<file path="config.mk">
export PLATFORM = sky130hd
export DESIGN_NAME = synth_function_latch_ctrl
export DESIGN_NICKNAME = d
export VERILOG_FILES = /design/src/logic/fnlatch_pkg.sv /design/src/logic/synth_function_latch_ctrl.sv
export SDC_FILE = /design/constraint.sdc
export NUM_CORES = 1
export LEC_CHECK = 0
export BUFFER_PORTS_ARGS = -buffer_cell sky130_fd_sc_hd__buf_2
export CAP_MARGIN = 40
export CELL_PAD_IN_SITES_DETAIL_PLACEMENT = 0
export CELL_PAD_IN_SITES_GLOBAL_PLACEMENT = 1
export CORE_UTILIZATION = 36
export DETAILED_ROUTE_END_ITERATION = 6
export PLACE_DENSITY_LB_ADDON = 0.05
export SLEW_MARGIN = 40
export SYNTH_ARGS = -nofsm -noshare
export SYNTH_HDL_FRONTEND = slang
export SYNTH_SLANG_ARGS = --single-unit
</file>
<file path="constraint.sdc">
create_clock -name clk -period 2.15 [get_ports clk]
set_input_delay 0.43 -clock clk [delete_from_list [all_inputs] [get_ports clk]]
set_output_delay 0.43 -clock clk [all_outputs]
set_load 0.03 [all_outputs]
</file>
<file path="src/logic/fnlatch_pkg.sv">
package fnlatch_pkg;
    localparam int WORD_W = 24;
    localparam logic [1:0] SEL_FUNCTION = 2'h2; // hi=1, lo=0
    localparam logic [1:0] ADDR_LATCH = 2'h0; // word port
    localparam logic [1:0] ADDR_STATUS = 2'h1; // state readback
    localparam logic [1:0] ADDR_GAIN = 2'h2; // divider-latch gain bit
    localparam logic [WORD_W-1:0] LATCH_RESET = 24'h000000;
    localparam int POS_SEL = 0;
    localparam int POS_HOLD = 2;
    localparam int POS_PDREQ = 3;
    localparam int POS_MON = 4;
    localparam int POS_POL = 7;
    localparam int POS_HIZ = 8;
    localparam int POS_FEN = 9;
    localparam int POS_FMODE = 10;
    localparam int POS_TIMER = 11;
    localparam int POS_CUR1 = 15;
    localparam int POS_CUR2 = 18;
    localparam int POS_PDSYNC = 21;
    localparam int POS_PRESC = 22;
    // timeout unit in pump events; each timer step counts this many
    localparam logic [7:0] TIMER_STEP_EVENTS = 8'h04;

    typedef struct packed {
        logic [1:0] prescale_sel;
        logic powerdown_sync_select;
        logic [2:0] pump_current_second;
        logic [2:0] pump_current_first;
        logic [3:0] settle_timer;
        logic fast_settle_mode;
        logic fast_settle_enable;
        logic pump_output_hiz_bit;
        logic detector_polarity_bit;
        logic [2:0] monitor_select;
        logic powerdown_request_bit;
        logic divider_hold_bit;
        logic [1:0] latch_select;
    } func_word_t;

    typedef struct packed {
        logic counters_hold; // reference/main counters held
        logic pump_hiz; // pump output undriven
        logic lock_detect_clear;
        logic buffers_off; // ref buffer off, rf debiased, dc off
        logic [2:0] pump_current; // active current setting
        logic [1:0] prescale_sel;
        logic detector_polarity;
        logic [2:0] monitor_select;
    } analog_ctrl_t;

    typedef enum logic [2:0] {
        PD_RUN = 3'h1,
        PD_WAIT = 3'h2,
        PD_DOWN = 3'h4
    } pd_state_t;
endpackage

</file>
<file path="src/logic/synth_function_latch_ctrl.sv">
// Strobed register access and the register addresses were decided locally.
`timescale 1ns/1ns
`default_nettype none
module synth_function_latch_ctrl (
    // clock and reset
    input wire logic clk,
    input wire logic reset,
    // register port
    input wire logic [1:0] addr,
    input wire logic [fnlatch_pkg::WORD_W-1:0] wdata,
    input wire logic wr,
    input wire logic rd,
    output logic [fnlatch_pkg::WORD_W-1:0] rdata,
    // device pins and events
    input wire logic chip_enable,
    input wire logic pump_event,
    // controls to the analog and counter blocks
    output fnlatch_pkg::analog_ctrl_t ctrl,
    output logic pump_gain
);
    import fnlatch_pkg::*;

    func_word_t latch_q; // live function latch
    pd_state_t pd_q, pd_d;
    logic gain_q, gain_d; // pump-gain bit of divider latch
    logic [3:0] steps_q; // remaining timer steps
    logic [7:0] sub_q; // events within a step
    logic [WORD_W-1:0] rdata_q;

    // decode: only words whose control bits read hi=1 lo=0 land here
    wire func_wr = wr && addr == ADDR_LATCH &&
        wdata[POS_SEL+1:POS_SEL] == SEL_FUNCTION;
    wire gain_wr = wr && addr == ADDR_GAIN;
    wire func_word_t new_word = func_word_t'(wdata);
    wire func_word_t eff = func_wr ? new_word : latch_q;

    // fastlock mode resolution
    wire fl_on = latch_q.fast_settle_enable;
    wire fl_timed = fl_on && latch_q.fast_settle_mode;
    wire timeout = fl_timed && gain_q && steps_q == 4'h0 &&
        sub_q == 8'h00;

    // the whole word is captured in one edge; the serial register
    // keeps loading even while powered down, so no pd gating here
    always_ff @(posedge clk or posedge reset) begin
        if (reset) begin
            latch_q <= func_word_t'(LATCH_RESET);
        end else if (func_wr) begin
            latch_q <= new_word;
        end
    end

    // power-down sequencing
    always_comb begin
        pd_d = pd_q;
        unique case (pd_q)
            PD_RUN: begin
                if (eff.powerdown_request_bit) begin
                    pd_d = eff.powerdown_sync_select ? PD_WAIT
                                                     : PD_DOWN;
                end
            end
            PD_WAIT: begin
                if (!eff.powerdown_request_bit) begin
                    pd_d = PD_RUN;
                end else if (!eff.powerdown_sync_select) begin
                    pd_d = PD_DOWN;
                end else if (pump_event) begin
                    pd_d = PD_DOWN;
                end
            end
            PD_DOWN: begin
                if (!eff.powerdown_request_bit) begin
                    pd_d = PD_RUN;
                end
            end
            default: pd_d = PD_RUN;
        endcase
    end

    // programmable modes only apply while chip enable is high
    always_ff @(posedge clk or posedge reset) begin
        if (reset) begin
            pd_q <= PD_RUN;
        end else if (!chip_enable) begin
            pd_q <= PD_RUN;
        end else begin
            pd_q <= pd_d;
        end
    end

    // pin power-down is combinational so it acts at once
    wire powered_down = !chip_enable || pd_q == PD_DOWN;

    // pump gain: host write, auto clear on timeout; host write wins
    always_comb begin
        gain_d = gain_q;
        if (gain_wr) begin
            gain_d = wdata[0];
        end else if (timeout) begin
            gain_d = 1'b0;
        end
    end

    // timeout counter: loaded on gain set, held at load in power-down
    always_ff @(posedge clk or posedge reset) begin
        if (reset) begin
            gain_q <= 1'b0;
            steps_q <= 4'h0;
            sub_q <= 8'h00;
        end else begin
            gain_q <= gain_d;
            if (powered_down || (gain_wr && wdata[0]) || !gain_q) begin
                steps_q <= latch_q.settle_timer;
                sub_q <= TIMER_STEP_EVENTS - 8'h01;
            end else if (fl_timed && pump_event && !timeout) begin
                if (sub_q == 8'h00) begin
                    sub_q <= TIMER_STEP_EVENTS - 8'h01;
                    steps_q <= steps_q - 4'h1;
                end else begin
                    sub_q <= sub_q - 8'h01;
                end
            end
        end
    end

    // holding reference and main counters together releases them on
    // the same edge, which gives the aligned restart
    wire hold = latch_q.divider_hold_bit || powered_down;

    // output controls
    always_ff @(posedge clk or posedge reset) begin
        if (reset) begin
            ctrl <= '{default: 1'b0};
        end else begin
            ctrl.counters_hold <= hold;
            ctrl.pump_hiz <= powered_down ||
                latch_q.pump_output_hiz_bit;
            ctrl.lock_detect_clear <= powered_down;
            ctrl.buffers_off <= powered_down;
            ctrl.pump_current <= (fl_on && gain_q) ?
                latch_q.pump_current_second :
                latch_q.pump_current_first;
            ctrl.prescale_sel <= latch_q.prescale_sel;
            ctrl.detector_polarity <= latch_q.detector_polarity_bit;
            ctrl.monitor_select <= latch_q.monitor_select;
        end
    end

    assign pump_gain = gain_q;

    // readback: status word; latch itself is write only
    always_ff @(posedge clk or posedge reset) begin
        if (reset) begin
            rdata_q <= '0;
        end else if (rd && addr == ADDR_STATUS) begin
            rdata_q <= {19'h0, powered_down, pd_q, gain_q};
        end else begin
            rdata_q <= '0;
        end
    end
    assign rdata = rdata_q;
endmodule
`default_nettype wire

</file>
==> results.toml <==
[worst_hold_path]
hold_path.class = "input port to async pin"

[synthesis]
synth.avg_cell_area_um2 = 11.85
yosys.area.top_type = "dfrtp_1"
ys_ff_latch = 55
synthArstFlopShare_pct = 100.0
ys_seq_area_share_pct = 55.11
synth_area_um2 = 2500
ys_top_cells_by_area = "dfrtp_1 54%, mux2_2 11%, buf_4 6.0%, and2_1 2.0%, ha_1 2.0%"
syn_inst = 211
synth_cell_types = 44
synth_top_area_share_pct = 54.05
synth_flop_cell = "dfrtp_1"
synth-edff-count = 0
synth_warnings = 0

[layout]
final_common_cell = "dfrtp_1"
syn_to_final_growth_pct = 19.62
drive_gt1_share_pct = 37.77
design_area_um2 = 2990
antenna_cells = 0
nets = 313
final_cell_mix = "54 x dfrtp_1, 50 x buf_2, 24 x mux2_2"

[power_and_ir_drop]
ir_drop_mv = 0.3911
p_seq_share_pct = 51.5
p_int_mw = 1.759
pwr-share-clk_pct = 24.2
p_per_area_nw_per_um2 = 870.2
switching_share_pct = 32.42
p_leak_nw = 1.464
p_sw_mw = 0.8436
p_comb_share_pct = 24.3

[worst_setup_path]
cp-endpoint = "sub_q[2]"
rr_worst_depth = 6
path_class = "register to register"
crit_start = "steps_q[0]"
r2r_end = "sub_q[2]"
critPathArrivalTime_ns = 2.21
rr_startpoint = "steps_q[0]"
cp_max_fo = 3
cp.required_ns = 2.38
worstSetupEndpointType = "register"
start_kind = "register"
reg2reg_slack_ns = 0.17

[cts]
clk-insertion-delay-late_ns = 0.31
clk_pin_slew_ns = 0.10
cts_sinks = 55
cts_max_path_buffers = 2
cts_resized = 0
cts_tree = "done"
post-cts-setup-buffers = 0
cts_buffers = 5
cts-root-buf = "clkbuf_8"
h-tree-depth = 2
postCtsHoldBufs = 0

[placement]
place_ws_ns = 0.03552
io_buffers = 50
placed_area_um2 = 2884
place.gp.congestion = 0.7162
dpl.hpwl_um = 3469

[routing]
firstDrtPassIters = 4
drtIter0Drc = 48
antenna_left = 0
drc_errors = 0
drt-total-wl_um = 4609
avgViaCountPerCell = 4.651
wl_per_cell_um = 12.87
vias = 1665

[die]
initial_core_util_pct = 37.00
io_pins = 70
die_w_um = 85.33
fp.dieArea_um2 = 7281
dieHeight_um = 85.33
row_count = 30
core_um2 = 6756

[timing]
clock_skew_ns = 0.004406
slew_headroom_pct = 63.69
whs_ns = 0.02499
fin_ws_ns = 0.1734
fmax_mhz = 505.9
fin_tns_setup_ns = 0
finalSetupViolations = 0
hold_viol_final = 0
drv_slew = 0
rsz0062_at_grt = "false"
period_share_pct = 91.94
fin_crit_ns = 1.977
worst_slew_pin_slew_ns = 0.5373

[global_routing]
grt_max_degree = 30
antenna_found_initial = 0
grt_pass1_vias = 1640
grtUsageTotal_pct = 14.21
grt_pass1_wl_um = 8024
overflow = 0

[run]
drv_cap = 0

[status]
status = "complete, no violations"
==> cells in the mapped netlist, types with 4 or more instances <==
cell and n:
dfrtp_1 54, mux2_2 24, buf_4 20, inv_1 11, nand2_1 11, nor2_1 11
nand3_1 9, and2_1 8, nor3_1 5, o21ai_0 5, a21oi_1 4, ha_1 4
mux2i_1 4
==> sequential cells by signal (all words and copies together), names as in the netlist <==
register	count
steps_q	4
ctrl	12
fl_on	1
pd_q	3
pump_gain	1
sub_q	8
latch_q	21
rdata	5
==> layout make-up <==
cell class | instances | area (um^2)
Clock buffer | 6 | 82.58
Clock inverter | 2 | 20.02
Fill cell | 656 | 3766
Inverter | 11 | 41.29
Multi-Input combinational cell | 140 | 984.7
Sequential cell | 55 | 1378
Tap cell | 80 | 100.1
Timing Repair Buffer | 64 | 384.1
==> critical path, cell delays in order (launching register included) <==
cell and delay [ns]:
dfrtp_1 0.39, inv_1 0.07, ha_1 0.18, and4bb_2 0.26, a311o_1 0.31, or4_2 0.55, a21oi_1 0.14
==> stage by stage <==
stage / util (%) / total power [mW] / std cells
2_1_floorplan: - / 1.831 / 229
3_3_place_gp: 42.69 / 1.997 / 350
3_5_place_dp: 42.69 / 2.003 / 350
4_1_cts: 44.20 / 2.648 / 358
5_1_grt: 44.26 / 2.788 / 358
6_report: 44.26 / 2.602 / 358
==> worst min-delay path by stage <==
stage,endpoint,slack (ns),cells past startpoint
finish,ctrl[3],0.02,2
detailed placement,ctrl[2],0.36,0
global placement,ctrl[4],0.36,0
CTS,ctrl[3],0.02,2
global route,ctrl[3],0.02,2
floorplan,ctrl[0],0.35,0
==> cell families (layout without fill, tap and decap cells) <==
group	Yosys count	after routing	synth area share, %
compound gates	19	19	5.656
mux	28	28	12.41
fa+ha+maj	4	4	2.002
other cells	1	19	0.1500
xor+xnor	6	6	2.102
simple gates	64	64	14.37
buf+inv	34	83	8.208
flops	55	55	55.11
==> power by group through the flow <==
| stage | combinational [mW] | sequential [mW] | clock, mW |
|---|---|---|---|
| 6_report | 0.632 | 1.34 | 0.629 |
| 5_1_grt | 0.701 | 1.38 | 0.712 |
| 4_1_cts | 0.639 | 1.35 | 0.664 |
| 3_5_place_dp | 0.638 | 1.37 | 0 |
| 3_3_place_gp | 0.634 | 1.36 | 0 |
| 2_1_floorplan | 0.367 | 1.46 | 0 |
==> per-layer routing <==
metal | track usage (%) | vias to the layer above | share of wire [%]
li1 | - | 815 | -
met2 | 23.68 | 43 | 48
met4 | 3.636 | 0 | 0.98
met3 | 4.475 | 5 | 5.6
met5 | 0 | - | 0
met1 | 18.01 | 802 | 46
(Power assumes the default switching activity.)
